File: src/meter_io_pkg.sv
package meter_io_pkg;

    // channel counts per module type and field widths
    localparam int SENSE_MAX   = 6;
    localparam int SENSE_T1    = 6;
    localparam int SENSE_T23   = 4;
    localparam int RELAYS      = 2;
    localparam int SWITCHED    = 2;
    localparam int LEVELS      = 2;
    localparam int COUNT_W     = 16;
    localparam int STAMP_W     = 32;
    localparam int QTY_NUM     = 4;
    localparam int QTY_W       = 2;
    localparam int PULSE_W     = 16;

    // event log geometry
    localparam int             LOG_DEPTH = 20;
    localparam int             LOG_IDX_W = 5;
    localparam logic [4:0]     LOG_LAST  = 5'h13;

    // timing
    localparam int             CLK_MHZ          = 20;
    localparam int             ENERGY_PULSE_US  = 100;
    localparam int             ENERGY_PULSE_CYC = ENERGY_PULSE_US * CLK_MHZ;
    localparam int             STRETCH_W        = 12;

    // reset values
    localparam logic [5:0]     SENSE_LEVEL_RST  = 6'h3F;

    // global numbering bases per type and slot
    localparam logic [4:0]     SENSE_BASE_T1_S1 = 5'h01;
    localparam logic [4:0]     SENSE_BASE_T2_S1 = 5'h07;
    localparam logic [4:0]     SENSE_BASE_T3_S1 = 5'h0B;
    localparam logic [4:0]     SENSE_BASE_T1_S2 = 5'h0F;
    localparam logic [4:0]     SENSE_BASE_T2_S2 = 5'h15;
    localparam logic [4:0]     SENSE_BASE_T3_S2 = 5'h19;
    localparam logic [3:0]     RELAY_BASE_T1_S1 = 4'h1;
    localparam logic [3:0]     RELAY_BASE_T3_S1 = 4'h3;
    localparam logic [3:0]     RELAY_BASE_T1_S2 = 4'h5;
    localparam logic [3:0]     RELAY_BASE_T3_S2 = 4'h7;
    localparam logic [2:0]     PAIR_BASE_S1     = 3'h1;
    localparam logic [2:0]     PAIR_BASE_S2     = 3'h3;

    typedef enum logic [1:0] {TYPE_NONE, TYPE_ONE, TYPE_TWO, TYPE_THREE} module_type_e;
    // bit 1 selects current, bit 0 selects live zero
    typedef enum logic [1:0] {RANGE_V0_5, RANGE_V1_5, RANGE_I0_20, RANGE_I4_20} level_range_e;
    typedef enum logic [1:0] {RLY_OPEN, RLY_LATCHED, RLY_PULSE} relay_state_e;

endpackage

File: src/event_log_store.sv
`timescale 1ns/1ps
module event_log_store import meter_io_pkg::*; (
    input  wire logic                 sys_clk_in,
    input  wire logic                 nrst_in,
    input  wire logic                 log_enable_in,
    input  wire logic                 log_write_in,
    input  wire logic [STAMP_W-1:0]   log_stamp_in,
    input  wire logic [SENSE_MAX-1:0] log_state_in,
    input  wire logic [LOG_IDX_W-1:0] log_read_index_in,
    output logic      [STAMP_W-1:0]   log_stamp_out,
    output logic      [SENSE_MAX-1:0] log_state_out,
    output logic      [LOG_IDX_W-1:0] log_entries_out,
    output logic      [LOG_IDX_W-1:0] log_next_out
);
    logic [STAMP_W-1:0]   stamp_mem [LOG_DEPTH];
    logic [SENSE_MAX-1:0] state_mem [LOG_DEPTH];
    logic                 enable_d;
    logic                 clear;
    logic                 write_ok;

    // changing the enable discards the records
    assign clear    = log_enable_in != enable_d;
    assign write_ok = log_write_in && log_enable_in && !clear;

    always_ff @(posedge sys_clk_in or negedge nrst_in) begin
        if (!nrst_in) begin
            enable_d <= 1'b0;
        end else begin
            enable_d <= log_enable_in;
        end
    end

    // write pointer wraps to the first entry
    always_ff @(posedge sys_clk_in or negedge nrst_in) begin
        if (!nrst_in) begin
            log_next_out    <= '0;
            log_entries_out <= '0;
        end else if (clear) begin
            log_next_out    <= '0;
            log_entries_out <= '0;
        end else if (write_ok) begin
            log_next_out <= (log_next_out == LOG_LAST) ? 5'h00 : log_next_out + 5'h01;
            if (log_entries_out <= LOG_LAST) begin
                log_entries_out <= log_entries_out + 5'h01;
            end
        end
    end

    // entry storage
    always_ff @(posedge sys_clk_in) begin
        if (write_ok) begin
            stamp_mem[log_next_out] <= log_stamp_in;
            state_mem[log_next_out] <= log_state_in;
        end
    end

    // registered read port, out of range reads zero
    always_ff @(posedge sys_clk_in or negedge nrst_in) begin
        if (!nrst_in) begin
            log_stamp_out <= '0;
            log_state_out <= '0;
        end else if (log_read_index_in <= LOG_LAST) begin
            log_stamp_out <= stamp_mem[log_read_index_in];
            log_state_out <= state_mem[log_read_index_in];
        end else begin
            log_stamp_out <= '0;
            log_state_out <= '0;
        end
    end
endmodule

File: src/meter_io_channels.sv
`timescale 1ns/1ps
module meter_io_channels import meter_io_pkg::*; (
    input  wire logic                          sys_clk_in,
    input  wire logic                          nrst_in,
    input  wire logic [1:0]                    module_type_in,
    input  wire logic                          slot_second_in,
    input  wire logic [SENSE_MAX-1:0]          sense_level_in,
    input  wire logic [SENSE_MAX-1:0]          sense_counter_mode_in,
    input  wire logic                          count_clear_in,
    input  wire logic                          event_log_enable_in,
    input  wire logic [STAMP_W-1:0]            timestamp_in,
    input  wire logic [LOG_IDX_W-1:0]          log_read_index_in,
    input  wire logic                          relay_alarm_mode_in,
    input  wire logic                          relay_pulse_sel_in,
    input  wire logic [PULSE_W-1:0]            relay_pulse_cycles_in,
    input  wire logic [RELAYS-1:0]             relay_close_in,
    input  wire logic [RELAYS-1:0]             relay_open_in,
    input  wire logic [RELAYS-1:0]             relay_alarm_in,
    input  wire logic                          switched_energy_mode_in,
    input  wire logic [SWITCHED-1:0]           switched_alarm_in,
    input  wire logic [SWITCHED*QTY_W-1:0]     switched_qty_sel_in,
    input  wire logic [QTY_NUM-1:0]            energy_tick_in,
    input  wire logic [LEVELS*2-1:0]           level_output_range_in,
    input  wire logic [LEVELS*2-1:0]           level_input_range_in,
    output logic      [SENSE_MAX-1:0]          sense_state_out,
    output logic      [SENSE_MAX*COUNT_W-1:0]  sense_count_out,
    output logic      [STAMP_W-1:0]            log_stamp_out,
    output logic      [SENSE_MAX-1:0]          log_state_out,
    output logic      [LOG_IDX_W-1:0]          log_entries_out,
    output logic      [LOG_IDX_W-1:0]          log_next_out,
    output logic      [RELAYS-1:0]             relay_channel_out,
    output logic      [SWITCHED-1:0]           switched_out,
    output logic      [LEVELS-1:0]             level_output_current_out,
    output logic      [LEVELS-1:0]             level_output_live_zero_out,
    output logic      [LEVELS-1:0]             level_input_current_out,
    output logic      [LEVELS-1:0]             level_input_live_zero_out,
    output logic      [4:0]                    sense_first_number_out,
    output logic      [3:0]                    relay_first_number_out,
    output logic      [2:0]                    switched_first_number_out,
    output logic      [2:0]                    level_input_first_number_out
);
    module_type_e         mod_type;
    logic                 slot_second;
    logic                 strap_taken;
    logic [SENSE_MAX-1:0] present;
    logic [SENSE_MAX-1:0] lvl_q;
    logic [SENSE_MAX-1:0] lvl_d;
    logic [SENSE_MAX-1:0] sig_state;
    logic [SENSE_MAX-1:0] sig_state_d;
    logic                 log_write;
    logic                 has_relays;
    logic                 has_switched;

    // type and slot straps caught on first edge after release
    always_ff @(posedge sys_clk_in or negedge nrst_in) begin
        if (!nrst_in) begin
            mod_type    <= TYPE_NONE;
            slot_second <= 1'b0;
            strap_taken <= 1'b0;
        end else if (!strap_taken) begin
            mod_type    <= module_type_e'(module_type_in);
            slot_second <= slot_second_in;
            strap_taken <= 1'b1;
        end
    end

    // channel population by type
    always_comb begin
        case (mod_type)
            TYPE_ONE:   present = {SENSE_T1{1'b1}};
            TYPE_TWO,
            TYPE_THREE: present = {{(SENSE_MAX-SENSE_T23){1'b0}}, {SENSE_T23{1'b1}}};
            default:    present = '0;
        endcase
    end
    assign has_relays   = mod_type == TYPE_ONE || mod_type == TYPE_THREE;
    assign has_switched = mod_type == TYPE_TWO;

    // input sampling, idle level is open contact
    always_ff @(posedge sys_clk_in or negedge nrst_in) begin
        if (!nrst_in) begin
            lvl_q <= SENSE_LEVEL_RST;
            lvl_d <= SENSE_LEVEL_RST;
        end else begin
            lvl_q <= sense_level_in;
            lvl_d <= lvl_q;
        end
    end

    // low level means contact closed, reported as one
    assign sig_state = ~lvl_q & present & ~sense_counter_mode_in;

    always_ff @(posedge sys_clk_in or negedge nrst_in) begin
        if (!nrst_in) begin
            sense_state_out <= '0;
            sig_state_d     <= '0;
        end else begin
            sense_state_out <= ~lvl_q & present;
            sig_state_d     <= sig_state;
        end
    end

    // pulse counters, one per channel
    genvar gi;
    generate
        for (gi = 0; gi < SENSE_MAX; gi++) begin : g_count
            logic fall;
            assign fall = present[gi] && sense_counter_mode_in[gi] && lvl_d[gi] && !lvl_q[gi];
            always_ff @(posedge sys_clk_in or negedge nrst_in) begin
                if (!nrst_in) begin
                    sense_count_out[gi*COUNT_W +: COUNT_W] <= '0;
                end else if (fall) begin
                    sense_count_out[gi*COUNT_W +: COUNT_W] <= sense_count_out[gi*COUNT_W +: COUNT_W] + 16'h0001;
                end else if (count_clear_in) begin
                    sense_count_out[gi*COUNT_W +: COUNT_W] <= '0;
                end
            end
        end
    endgenerate

    // log a record on any signal-mode change
    assign log_write = event_log_enable_in && (sig_state != sig_state_d);

    event_log_store u_log (
        .sys_clk_in        (sys_clk_in),
        .nrst_in           (nrst_in),
        .log_enable_in     (event_log_enable_in),
        .log_write_in      (log_write),
        .log_stamp_in      (timestamp_in),
        .log_state_in      (sig_state),
        .log_read_index_in (log_read_index_in),
        .log_stamp_out     (log_stamp_out),
        .log_state_out     (log_state_out),
        .log_entries_out   (log_entries_out),
        .log_next_out      (log_next_out)
    );

    // relay channels, one shared mode for both
    generate
        for (gi = 0; gi < RELAYS; gi++) begin : g_relay
            relay_state_e       rstate;
            logic [PULSE_W-1:0] remain;
            always_ff @(posedge sys_clk_in or negedge nrst_in) begin
                if (!nrst_in) begin
                    rstate <= RLY_OPEN;
                    remain <= '0;
                end else if (!has_relays) begin
                    rstate <= RLY_OPEN;
                end else if (relay_alarm_mode_in) begin
                    // alarm latches until opened, set wins
                    if (relay_alarm_in[gi]) begin
                        rstate <= RLY_LATCHED;
                    end else if (relay_open_in[gi]) begin
                        rstate <= RLY_OPEN;
                    end else if (rstate == RLY_PULSE) begin
                        rstate <= RLY_OPEN;
                    end
                end else if (relay_close_in[gi]) begin
                    if (relay_pulse_sel_in) begin
                        rstate <= RLY_PULSE;
                        remain <= (relay_pulse_cycles_in == '0) ? 16'h0001 : relay_pulse_cycles_in;
                    end else begin
                        rstate <= RLY_LATCHED;
                    end
                end else if (relay_open_in[gi]) begin
                    rstate <= RLY_OPEN;
                end else begin
                    case (rstate)
                        RLY_PULSE: begin
                            if (remain <= 16'h0001) begin
                                rstate <= RLY_OPEN;
                            end
                            remain <= remain - 16'h0001;
                        end
                        default: ;
                    endcase
                end
            end
            assign relay_channel_out[gi] = rstate != RLY_OPEN;
        end
    endgenerate

    // switched outputs, one shared mode for both
    generate
        for (gi = 0; gi < SWITCHED; gi++) begin : g_switch
            logic [STRETCH_W-1:0] stretch;
            logic [QTY_W-1:0]     qsel;
            assign qsel = switched_qty_sel_in[gi*QTY_W +: QTY_W];
            always_ff @(posedge sys_clk_in or negedge nrst_in) begin
                if (!nrst_in) begin
                    stretch <= '0;
                end else if (!has_switched || !switched_energy_mode_in) begin
                    stretch <= '0;
                end else if (energy_tick_in[qsel]) begin
                    stretch <= STRETCH_W'(ENERGY_PULSE_CYC);
                end else if (stretch != '0) begin
                    stretch <= stretch - 12'h001;
                end
            end
            always_ff @(posedge sys_clk_in or negedge nrst_in) begin
                if (!nrst_in) begin
                    switched_out[gi] <= 1'b0;
                end else if (!has_switched) begin
                    switched_out[gi] <= 1'b0;
                end else if (switched_energy_mode_in) begin
                    switched_out[gi] <= energy_tick_in[qsel] || stretch > 12'h001;
                end else begin
                    switched_out[gi] <= switched_alarm_in[gi];
                end
            end
        end
    endgenerate

    // level range selects for the analog front ends
    generate
        for (gi = 0; gi < LEVELS; gi++) begin : g_level
            always_ff @(posedge sys_clk_in or negedge nrst_in) begin
                if (!nrst_in) begin
                    level_output_current_out[gi]   <= 1'b0;
                    level_output_live_zero_out[gi] <= 1'b0;
                    level_input_current_out[gi]    <= 1'b0;
                    level_input_live_zero_out[gi]  <= 1'b0;
                end else begin
                    level_output_current_out[gi]   <= has_switched && level_output_range_in[gi*2+1];
                    level_output_live_zero_out[gi] <= has_switched && level_output_range_in[gi*2];
                    level_input_current_out[gi]    <= mod_type == TYPE_THREE && level_input_range_in[gi*2+1];
                    level_input_live_zero_out[gi]  <= mod_type == TYPE_THREE && level_input_range_in[gi*2];
                end
            end
        end
    endgenerate

    // global channel numbers of this module
    always_ff @(posedge sys_clk_in or negedge nrst_in) begin
        if (!nrst_in) begin
            sense_first_number_out       <= '0;
            relay_first_number_out       <= '0;
            switched_first_number_out    <= '0;
            level_input_first_number_out <= '0;
        end else begin
            sense_first_number_out       <= '0;
            relay_first_number_out       <= '0;
            switched_first_number_out    <= '0;
            level_input_first_number_out <= '0;
            case (mod_type)
                TYPE_ONE: begin
                    sense_first_number_out <= slot_second ? SENSE_BASE_T1_S2 : SENSE_BASE_T1_S1;
                    relay_first_number_out <= slot_second ? RELAY_BASE_T1_S2 : RELAY_BASE_T1_S1;
                end
                TYPE_TWO: begin
                    sense_first_number_out    <= slot_second ? SENSE_BASE_T2_S2 : SENSE_BASE_T2_S1;
                    switched_first_number_out <= slot_second ? PAIR_BASE_S2 : PAIR_BASE_S1;
                end
                TYPE_THREE: begin
                    sense_first_number_out       <= slot_second ? SENSE_BASE_T3_S2 : SENSE_BASE_T3_S1;
                    relay_first_number_out       <= slot_second ? RELAY_BASE_T3_S2 : RELAY_BASE_T3_S1;
                    level_input_first_number_out <= slot_second ? PAIR_BASE_S2 : PAIR_BASE_S1;
                end
                default: ;
            endcase
        end
    end
endmodule

File: config.mk
export PLATFORM = sky130hd
export DESIGN_NAME = meter_io_channels
export DESIGN_NICKNAME = d
export VERILOG_FILES = /design/src/meter_io_pkg.sv /design/src/event_log_store.sv /design/src/meter_io_channels.sv
export SDC_FILE = /design/constraint.sdc
export NUM_CORES = 1
export LEC_CHECK = 0
export BUFFER_PORTS_ARGS = -buffer_cell sky130_fd_sc_hd__buf_2
export CAP_MARGIN = 20
export CORE_MARGIN = 8
export CORE_UTILIZATION = 33
export DETAILED_ROUTE_END_ITERATION = 10
export GPL_TIMING_DRIVEN = 0
export PLACE_DENSITY = 0.51
export SLEW_MARGIN = 15
export SYNTH_ARGS = -nofsm -noshare
export SYNTH_HDL_FRONTEND = slang
export SYNTH_SLANG_ARGS = --single-unit
File: constraint.sdc
create_clock -name sys_clk_in -period 21.3 [get_ports sys_clk_in]
set_input_delay 1.065 -clock sys_clk_in [delete_from_list [all_inputs] [get_ports sys_clk_in]]
set_output_delay 1.065 -clock sys_clk_in [all_outputs]
set_load 0.03 [all_outputs]
## After elaboration in Yosys (flattened, before gate mapping)

Memory sizes are Yosys's and may differ from the RTL's.
Cells that the tools add are included.

- Add/sub/neg operators: 12
- Bitwise gates (word level): 5
- Reduce and logical (&&, ||, !) cells: 65
- Equal/unequal tests: 18
- Order comparisons: 8
- Multiplexer cells: 69

Operators with widths:

| cell | count |
|---|---|
| 16-bit 2-to-1 mux | 15 |
| 16-bit by 1-bit adder with 16-bit output, second input constant | 6 |
| 12-bit 2-to-1 mux | 6 |
| 2-bit 2-to-1 mux | 22 |
| 5-bit 2-to-1 mux | 8 |
| 16-bit by 1-bit less-or-equal comparator with 1-bit output, second input constant | 2 |
| 32-bit 2-to-1 mux | 1 |
| 16-bit by 1-bit subtractor with 16-bit output, second input constant | 2 |
| 5-bit by 4-bit != test with 1-bit output, second input constant | 6 |
| 1-bit logical AND | 29 |
| 12-bit by 1-bit > comparator with 1-bit output, second input constant | 2 |
| 12-bit nonzero test | 2 |
| 2-bit nonzero test | 12 |
| 12-bit by 1-bit subtractor with 12-bit output, second input constant | 2 |
| 16-bit zero test | 1 |
| 5-bit case mux with 3 select lines | 1 |
| 6-bit AND | 2 |
| 6-bit NOT | 2 |
| 6-bit case mux with 2 select lines | 1 |
| 5-bit by 1-bit adder with 5-bit output, second input constant | 2 |
| 5-bit less-or-equal comparator, second input constant | 2 |
| 5-bit AND reduction | 2 |
| 1-bit zero test | 9 |
| 2-bit equality test, second input constant | 4 |
| other kinds (18) | 36 |

- Bits in writable memories: 760
- Flip-flop bits (word level): 258
- Memories kept: 2

Memory list:

| name | depth | bits a word | rd ports | clocked after memory_dff | write ports | RTL line | RTL |
|---|---|---|---|---|---|---|---|
| u_log.stamp_mem | 20 | 32 | 1 | 0 | 1 | event_log_store.sv:15 | `logic [STAMP_W-1:0] stamp_mem [LOG_DEPTH];` |
| u_log.state_mem | 20 | 6 | 1 | 0 | 1 | event_log_store.sv:16 | `logic [SENSE_MAX-1:0] state_mem [LOG_DEPTH];` |

## Longest topological paths before layout

Gate-level depths: netlist of run 1.

- Word-level depth: 11
- Mapped depth: 8
- Mapped depth without buffers: 8

## Hierarchy

A second synthesis of run 1 with hierarchy kept.

- Cells, all modules: 2506
- Area total of the unflattened synthesis: 41046.9 um^2

Modules (own cells, without submodules):

| module | area an instance (um^2) | cells an instance | seq. area each (um^2) | instances |
|---|---|---|---|---|
| event_log_store | 30436.7 | 1400 | 24048.1 | 1 |
| meter_io_channels | 10610.2 | 1106 | 5144.9 | 1 |

## Worst setup path after synthesis of run 1

OpenSTA, ideal clock, no wires.

- Path type: input-to-reg
- Start point: input sense_counter_mode_in[4]
- End point: memory u_log.stamp_mem[0][0], enable pin
- Arrival time: 7.320 ns
- Buffers on the path: 2
- Cell stages on the path: 7
- Setup slack: 13.438 ns
- Setup time: 0.542 ns
- Path through: nor4b_1 > xnor2_1 > nand3_1 > nor3_1 > buf_2 > buf_2 > nor4b_1

- Longest elaborated chain between the ends: 8

Ends and longest elaborated chain:

| item | RTL line | RTL |
|---|---|---|
| from (decl) | meter_io_channels.sv:8 | `input wire logic [SENSE_MAX-1:0] sense_counter_mode_in,` |
| 6-bit NOT | meter_io_channels.sv:91 | `assign sig_state = ~lvl_q & present & ~sense_counter_mode_in;` |
| 6-bit AND | meter_io_channels.sv:91 |  |
| 6-bit != test | meter_io_channels.sv:122 | `assign log_write = event_log_enable_in && (sig_state != sig_state_d);` |
| 1-bit logical AND | meter_io_channels.sv:122 |  |
| 1-bit logical AND (2 in series) | event_log_store.sv:23 | `assign write_ok = log_write_in && log_enable_in && !clear;` |
| 1-bit 2-to-1 mux | event_log_store.sv:51 | `if (write_ok) begin` |
| 1-bit 2-to-1 mux (implied by the code) | event_log_store.sv:52 | `stamp_mem[log_next_out] <= log_stamp_in;` |
| to (decl) | event_log_store.sv:15 |  |

Every way passes these cells.

## Worst setup path after layout of run 1

- Start point: register mod_type[1]
- End point: memory u_log.stamp_mem[2][29], enable pin

- Longest elaborated chain between the ends: 11

Ends and longest elaborated chain:

| item | RTL line | RTL |
|---|---|---|
| from (decl) | meter_io_channels.sv:42 | `module_type_e mod_type;` |
| from (signal assigned) | meter_io_channels.sv:61 | `mod_type <= module_type_e'(module_type_in);` |
| 2-bit equality test | meter_io_channels.sv:69 | `case (mod_type)` |
| 2-bit OR reduction | meter_io_channels.sv:69 |  |
| 6-bit case mux with 2 select lines (*) | meter_io_channels.sv:69 |  |
| 6-bit AND (*) (2 in series) | meter_io_channels.sv:91 |  |
| 6-bit != test (*) | meter_io_channels.sv:122 |  |
| 1-bit logical AND (*) | meter_io_channels.sv:122 |  |
| 1-bit logical AND (*) (2 in series) | event_log_store.sv:23 |  |
| 1-bit 2-to-1 mux (*) | event_log_store.sv:51 |  |
| 1-bit 2-to-1 mux (implied by the code) (*) | event_log_store.sv:52 |  |

Mark *: on every way between the ends. The rest lies on a longest branch, timed or not.

==> results.txt, run 1 <==
The area fraction in compound gates after synthesis is 5.30%, and the starting density of the core is 33.1%. Dividing the synthesized area by the synthesized cell count gives 16.3 µm². The synthesis-to-layout area growth was 20.6%; the leakage dissipation was 18.2 nW. The combined area of the multi-input logic cells was 11200 µm²; the share of synthesized flip-flops with an asynchronous set or reset was 25.1%. For the worst-skew pair, the clock arrives at the later sink with an insertion delay of 0.74 ns.

The worst-case IR drop observed on VDD is 0.0685 mV. The worst min-delay path class is in -> async. The post-synthesis simple-gate area fraction works out to 7.55%. The number of fill cells is 11400. The run gives 0 as the quantity of hold-fixing buffers added after cts. The tools report the reg-to-reg critical path endpoint as u_log.stamp_mem[2][29]. Multiplexer cells account for 13.0% of the synthesized area.

By startpoint and endpoint, the worst setup path is classified as reg -> reg. Of the synthesized area, sequential elements account for 71.6%. Standard-cell row count: 129.

The xor/xnor cell area share of the yosys netlist was 0.493%; the I/O pin count was 276. Hold violation total from the final report: 0. The CTS sink count is 1015, and the x dimension of the die is 368 µm. The worst path setup slack after routing was 17.00 ns.

The fraction of layout cells with a size suffix above 1 is 27.2%. The critical path's largest stage delay is 0.61 ns. Traced cell by cell, the critical path runs through nor2_1 > buf_2 > o31ai_1 > nand3_1 > nor3_1 > buf_2 > buf_2 > nor4b_2 > buf_4 > buf_4 > buf_2 > buf_2.

STA classifies the critical path endpoint as a register. The count of state elements after synthesis was 1015; the clock period minus worst slack was 4.30 ns. The detailed router placed 24600 vias in this run.

The final layout contains routed wiring with a total length of 111 mm. The run finished with clean final reports. The largest individual stage delay along the critical path comes from the cell nor4b_2.

TritonCTS built the clock tree. The final setup violation count is 0. The run gives 25500 as the via count of the first global-routing pass. In this design, the largest share of critical-path delay is due to buffers and inverters. The logs give 0 for the total count of max-transition violations in the final report and 0.0662 ns for the clock tree skew after final layout.

The power per cell area was 90.1 nW/µm²; the yosys synthesis warning count was 0. The clock root buffer was clkbuf_16. Number of remaining DRC errors: 0.

The logs give 78.8 mm for the half-perimeter wire length of the detailed placement result and 135000 µm² for the area enclosed by the die boundary. The final setup TNS was 0 ns; the number of synthesized flops with an enable pin was 760. After global routing the overflow that remains totals 0. STA classifies the critical path startpoint as a register. Clock-pin slew was measured on the worst setup and hold paths at 0.06 ns. The cell occurring most often along the worst timing path was buf_2. The number of instances in the synthesized netlist was 2506; the post-placement worst setup slack was 16.56 ns. The tools report the number of buffers on the longest clock path as 3.

Setup repair after global routing left no endpoint under its margin. The count of cells resized by post-cts repair is 0, and the first-pass GRT wire length is 165 mm. The worst flop-to-flop path startpoint is mod_type[1].

Derived from the worst setup path, the maximum achievable clock frequency is 232 MHz. The ratio of routed vias to standard cells is 5.17, and the register area is 29200 µm². The logs give 4.68 ns for the arrival time at the worst endpoint and 10 for the number of antenna violations at the first check in global routing. Initial DRC count: 2071.

Among all flip-flop cells after synthesis, the most frequent one is edfxtp_1. The H-tree was split into 3 levels. The pre-antenna-repair detailed-routing pass consisted of 5 iterations. Setup slack on the worst reg-to-reg path comes out at 17.00 ns. The count of nets left with antenna violations once routing finished came out at 0. For this run, the post-layout net count is 3145. The synthesized netlist devotes 0.644% of its cell area to adder and majority cells. After synthesis, the largest family of logic cells by area is multiplexers. In the final routed layout, each cell accounts on average for 23.2 µm. The maximum number of pins on one net before global-route repair is 100. The total core area is 123000 µm². Measured along the y axis, the die boundary spans 368 µm. Routability-driven placement finished with a final weighted congestion of 0.823. The synthesized netlist occupies a cell area of 40800 µm². The share of the clock period used by the worst path after layout was 20.2%; the number of buffers created by CTS was 109. Across the run, the number of max-cap violations was 0. The relative max-transition margin is 23.0%. Measured slew at the worst slew-check pin: 1.16 ns. The logic depth of the worst register-to-register path works out to 12. The number of distinct library cells after synthesis was 64; the total track usage was 15.9%. The number of buffers and inverters on the critical path is 7.

After clock tree synthesis, the setup repair step added 0 buffers. The number of buffer cells added on primary ports was 264. At the worst endpoint, the required time is 21.67 ns. The maximum fanout count along the critical path was 10.
[where the power goes]
group          switching, mW  total (mW)  internal [mW]
clock                  0.796        1.91           1.11
sequential            0.0239        2.19           2.17
combinational          0.220       0.338          0.118
total                   1.04        4.44           3.40
[logic make-up (layout without fill, tap and decap cells)]
family | after synthesis | in the layout
buf+inv | 137 | 745
other cells | 2 | 10
flops | 1015 | 1015
fa+ha+maj | 21 | 21
compound gates | 393 | 393
xor+xnor | 23 | 23
simple gates | 621 | 621
mux | 294 | 294
[layer usage]
metal / wire length [µm] / GRT usage [%] / up-vias / part of all wire, %
met4: 2670 / 4.38 / 0 / 2.4
met2: 56400 / 27.8 / 698 / 51
li1: - / - / 10900 / -
met1: 45400 / 19.9 / 12800 / 41
met5: 0 / 0 / - / 0
met3: 6200 / 3.25 / 155 / 5.6
[worst reg2reg max path, stage by stage (launching register included)]
cell and delay [ns]:
dfrtp_1 0.51, nor2_1 0.60, buf_2 0.37, o31ai_1 0.10
nand3_1 0.19, nor3_1 0.16, buf_2 0.26, buf_2 0.25
nor4b_2 0.62, buf_4 0.29, buf_4 0.19, buf_2 0.22
buf_2 0.25
[layout make-up]
cell class              count  area share (%)
clock inverters            52            1.19
well taps                1637            4.16
multi-input cells        1356            22.8
repair buffers            406            5.14
flip-flops and latches   1015            59.3
inverters                  19           0.145
clock buffers             150            6.18
plain buffers             118            1.00
diodes                      6          0.0305
[state kept, by name, summed over array words and instances, names as in the netlist, 6 cells and up]
| name | cells |
|---|---|
| g_relay.remain | 32 |
| g_switch.stretch | 24 |
| lvl_d | 6 |
| lvl_q | 6 |
| sense_count_out | 96 |
| sense_state_out | 6 |
| sig_state_d | 6 |
| u_log.log_stamp_out | 32 |
| u_log.log_state_out | 6 |
| u_log.stamp_mem | 640 |
| u_log.state_mem | 120 |
[layout by cell type, fill, tap and decap left out, types with 15 or more instances in the layout]
master and n:
edfxtp_1 760, o31ai_1 15, nand3_1 75, inv_1 18, buf_4 53, and2_1 21
mux2i_1 98, nor3_1 31, nand4_1 23, clkbuf_1 99, a31oi_1 18, ha_1 21
buf_6 24, and3_1 37, buf_1 17, clkbuf_16 111, nand2_1 147, a21oi_1 103
o21ai_0 199, o22ai_1 18, mux4_2 190, nor4_1 17, nor2_1 168, dfrtp_1 243
clkinv_2 22, buf_2 345
[synthesized netlist by cell type (15+ instances only)]
cell type  count  share of area [%]
nand4_1       23               0.35
and3_1        37               0.57
inv_1         18               0.17
mux4_2       190                 10
nor4b_1       17               0.36
nand2_1      147                1.4
and2_1        21               0.32
o22ai_1       18               0.28
nand3_1       75               0.92
clkbuf_1      72               0.66
o31ai_1       15               0.28
a21oi_1      103                1.3
buf_2         24               0.29
ha_1          21               0.64
a31oi_1       18               0.28
mux2i_1       98                2.4
dfrtp_1      243                 15
buf_1         18               0.17
nor2_1       172                1.6
nor4_1        17               0.26
nor3_1        36               0.44
o21ai_0      199                2.4
edfxtp_1     760                 56
[metrics by stage]
stage	utilization [%]	total power, mW	std cells	hold WS, ns	cell area (µm²)
after floorplan	-	2.43	2508	0.361	40800
after global placement	35.8	2.56	4409	0.367	44200
after detailed placement	37.0	2.57	4551	0.372	45600
after CTS	39.9	4.49	4753	0.321	49200
after global routing	39.9	4.59	4756	0.372	49200
final	39.9	4.44	4759	0.372	49200
[worst max path at each step]
stage / slack (ns) / endpoint / depth (start not counted) / start
floorplan: 13.44 / u_log.stamp_mem[0][0] / 7 / sense_counter_mode_in[4]
global placement: 5.22 / u_log.stamp_mem[8][10] / 8 / sense_counter_mode_in[4]
detailed placement: 16.56 / u_log.stamp_mem[2][26] / 12 / sense_counter_mode_in[4]
CTS: 16.94 / u_log.stamp_mem[2][29] / 12 / mod_type[1]
global route: 16.69 / u_log.stamp_mem[2][29] / 12 / mod_type[1]
finish: 17.00 / u_log.stamp_mem[2][29] / 12 / mod_type[1]
No activity file was read; power rests on OpenSTA's default activity.
==> run 2: changes to the inputs <==
Settings changed: ABC_AREA set to 1.
Clock period 21.3 ns to 4.2 ns, I/O delays scaled along.
==> results.txt, run 2 <==
Input and output buffers added on the ports amount to 271. The utilization of the core after routing came out at 40.6%. For the starting density of the core, the log shows 33.3%. The detail route stage leaves a number of antenna-violating nets equal to 0. The tools report the kind of end point of the critical path as a register.

By area the synthesized netlist is led by edfxtp_1 55%, dfrtp_1 15%, o21ai_0 5.8%, nor2_1 4.8%, nand2_1 3.7%. Setup repair after global routing left no endpoint under its margin. The hold violation total from the final report was 0; the switching share of power was 25.3%.

By instance count, the leading cell after synthesis is edfxtp_1. In this run the critical register-to-register path is captured at u_log.stamp_mem[17][17]. After layout, the worst path uses 79.1% of the clock period. The relative max-transition margin was 25.4%. TritonCTS built the clock tree. The register with the most flip-flops in the layout has 640 of them.

The insertion delay of the later-clocked pin in the worst-skew pair was 0.74 ns; the number of detailed-routing iterations run before antenna repair was 6. Timing analysis after detailed placement gives a worst setup slack of 0.894 ns. The via count of the first global-routing pass was 29400; the arrival time at the worst endpoint was 3.74 ns. After clock tree synthesis, the clock-pin slew on the worst setup and hold paths is 0.06 ns.

The share of the synthesized area in the top cell type was 54.5%. The tightest min-delay check is of the in -> async type. Dividing the detail-routed via count by the number of cells gives 5.12.

The run gives 69.8% as the proportion of synthesized chip area in sequential cells. Clock root buffer: clkbuf_16. Dividing total power by cell area gives a power density of 458 nW/µm².

The die is 372 µm tall. The tools report the total track usage as 19.2%. The tools report the number of fill cells as 12100. Walking the worst path, the cells encountered are buf_6 > inv_4 > nor2_1 > nand4_1 > nand2_1 > nor2_4 > nand3_4 > nand2_4 > buf_6 > nor3_2 > buf_4 > buf_4 > buf_6 > buf_6 > buf_6. The worst path setup slack after routing was 0.879 ns.

The worst flop-to-flop path startpoint is mod_type[0]. Number of standard cells in the final layout excluding fillers: 5999. After floorplanning, the core was sized to cover 126000 µm².

Peak supply drop: 0.358 mV. The first global-routing pass estimated 197 mm of wire. After detailed routing, the average wire length per cell comes to 22.8 µm. Across the routed clock network, the largest skew measured is 0.0489 ns. After synthesis the cells add up to 41900 µm². The post-CTS setup repair buffer count came out at 0. The number of antenna violations at the first check in global routing is 10, and the clock share of power is 42.3%. The analysis attributes to net switching a power of 5.91 mW. The critical path's largest stage delay came out at 0.50 ns. In the layout the commonest cells are 760 x edfxtp_1, 535 x nor2_1, 483 x o21ai_0, 407 x nand2_1, 316 x buf_2. Internal portion of total power: 17.5 mW. For the sequential share of power, the log shows 48.0%. The first routing iteration left 2900 violations. The congestion estimate from routability-driven global placement came to 0.853. The leakage dissipation came out at 19.5 nW. Cell type with the largest total area after synthesis: edfxtp_1. Counting flops with an async set or reset pin after synthesis yields a share of 25.1%. In this run the worst path has a maximum fanout of 10. The net count of the finished layout is 4367. The area growth from synthesis to layout is 22.0%. In the synthesized netlist, the cells that appear most often are 760 x edfxtp_1, 536 x nor2_1, 483 x o21ai_0, 407 x nand2_1, 243 x dfrtp_1. After synthesis the netlist holds a flip-flop and latch count of 1015.

Counting distinct cell types in the post-synthesis netlist gives 51. For the pin with the worst max-slew slack, the measured transition is 1.12 ns. The slowest stage of the critical path belongs to the cell nor3_2. Leaving out fill and tap cells, the most frequent cell in the layout is edfxtp_1. The synthesized area per cell is 11.5 µm², and the count of placed standard cells including taps is 5680.

The cell occurring most often along the worst timing path is buf_6. Combinational logic burns 9.7% of the power. The reg-to-reg setup timing slack was 0.88 ns. In this run, post-CTS hold repair placed 103 buffers. For this run, the top clock speed supported by timing is 301 MHz. During synthesis, Yosys emitted a total of 0 warnings. The logic depth of the worst register-to-register path was 15. The area enclosed by the die boundary is 138000 µm². The register with the most flip-flops in the final layout is u_log.stamp_mem. The post-route netlist has 15.8% of its cells at a drive strength greater than 1. In the final layout, the registers with the most flip-flops are u_log.stamp_mem: 640 flops, u_log.state_mem: 120 flops, sense_count_out: 96 flops. The run gives 0 as the count of cells resized by post-cts repair. The number of remaining DRC errors came out at 0.

The worst setup path is launched from a register. Commonest register cell after synthesis: edfxtp_1. The overall via count from detail_route is 30700, and the final hold slack is 0.0947 ns.

The startpoint-to-endpoint class of the critical path was reg -> reg. At the worst endpoint, the required time is 4.62 ns. Clock period minus worst slack: 3.32 ns.

For the wire length reported by the detailed router, the log shows 137 mm. The logs give 0 for the total count of max-transition violations in the final report and 90 for the maximum number of pins on one net before global-route repair. The clock net in this run drives a total of 1015 sinks.

CTS built an H-tree with a depth of 3. Standard-cell row count: 130. The synthesized design contains 760 enable-type register cells. The HPWL after detailed placement is 96.3 mm. The x dimension of the die is 372 µm. Global routing finished with a remaining overflow of 0. The number of instances in the synthesized netlist was 3653; the number of buffers on the longest clock path was 3. The max-cap check violation count is 0. The run finished with clean final reports.

The run gives 111 as the number of buffers created by CTS. For this design the top-level I/O count stands at 276. Setup violations remaining at the end of the flow were counted as 0.
run 2: changes by cell type in the layout (fill, tap and decap cells not counted), sizes merged, moves of 40 or more:
cell / before / now
nor2: 172 / 551
nand2: 147 / 412
inv: 23 / 233
clkbuf: 223 / 280
o21ai: 202 / 496
mux4: 190 / 0
dlygate4sd3: 0 / 103
mux2i: 98 / 0
nand3: 75 / 251
o221ai: 1 / 41
o22ai: 18 / 96
a21oi: 104 / 160
run 2: metal layers:
layer	part of all wire (%)	GRT usage, %	routed length [µm]	vias up
met5	0.031	0	42	-
met4	3.5	7.16	4730	6
met3	7.4	3.68	10100	249
met2	47	31.2	63800	1179
met1	42	25.4	57900	15000
li1	-	-	-	14300
run 2: final cells by class:
| class | instances | area, µm² | area share, % |
|---|---|---|---|
| multi-input combinational | 2234 | 11100 | 21.7 |
| tap | 1650 | 2060 | 4.04 |
| timing repair buffer | 479 | 3340 | 6.54 |
| sequential | 1015 | 29200 | 57.2 |
| inverter | 227 | 857 | 1.68 |
| antenna | 9 | 22.5 | 0.0441 |
| buffer | 179 | 786 | 1.54 |
| clock buffer | 164 | 3230 | 6.33 |
| clock inverter | 42 | 448 | 0.877 |
run 2: logic make-up after synthesis:
family / synth area share [%]
and+or+nand+nor: 13.5
DFF: 69.8
AOI/OAI and AO/OA: 11.6
buffers and inverters: 3.93
xor gates and xnor gates: 0.439
adders and majority gates: 0.628
other: 0.0179
run 2: power groups by stage:
stage,combinational [mW],clock (mW),sequential [mW]
after CTS,2.28,10.1,11.2
final,2.27,9.88,11.2
after floorplan,1.09,0,11.6
after global placement,2.14,0,11.4
after global routing,2.48,10.5,11.3
after detailed placement,2.18,0,11.4
run 2: how the worst max path moves through the flow:
stage	to	cells past startpoint	from	slack [ns]
2_1_floorplan	u_log.stamp_mem[17][0]	10	mod_type[1]	-0.15
3_3_place_gp	u_log.stamp_mem[12][29]	10	mod_type[0]	-3.84
3_5_place_dp	u_log.stamp_mem[17][17]	15	mod_type[0]	0.89
4_1_cts	u_log.stamp_mem[17][13]	15	mod_type[0]	0.84
5_1_grt	u_log.stamp_mem[17][17]	15	mod_type[0]	0.71
6_report	u_log.stamp_mem[17][17]	15	mod_type[0]	0.88
run 2: through the flow:
step	instance area [µm²]	setup TNS, ns	total power [mW]
after global placement	45300	-3038.24	13.6
after CTS	51000	0	23.6
final	51100	0	23.4
after floorplan	41900	-110.44	12.7
after global routing	51100	0	24.2
after detailed placement	46300	0	13.6
run 2: worst max-delay path: cells and delay by family (launching register included):
kind	cells	cell delay [ns]
AND/OR/NAND/NOR	7	1.20
flip-flops	1	0.34
buffers and inverters	8	1.46
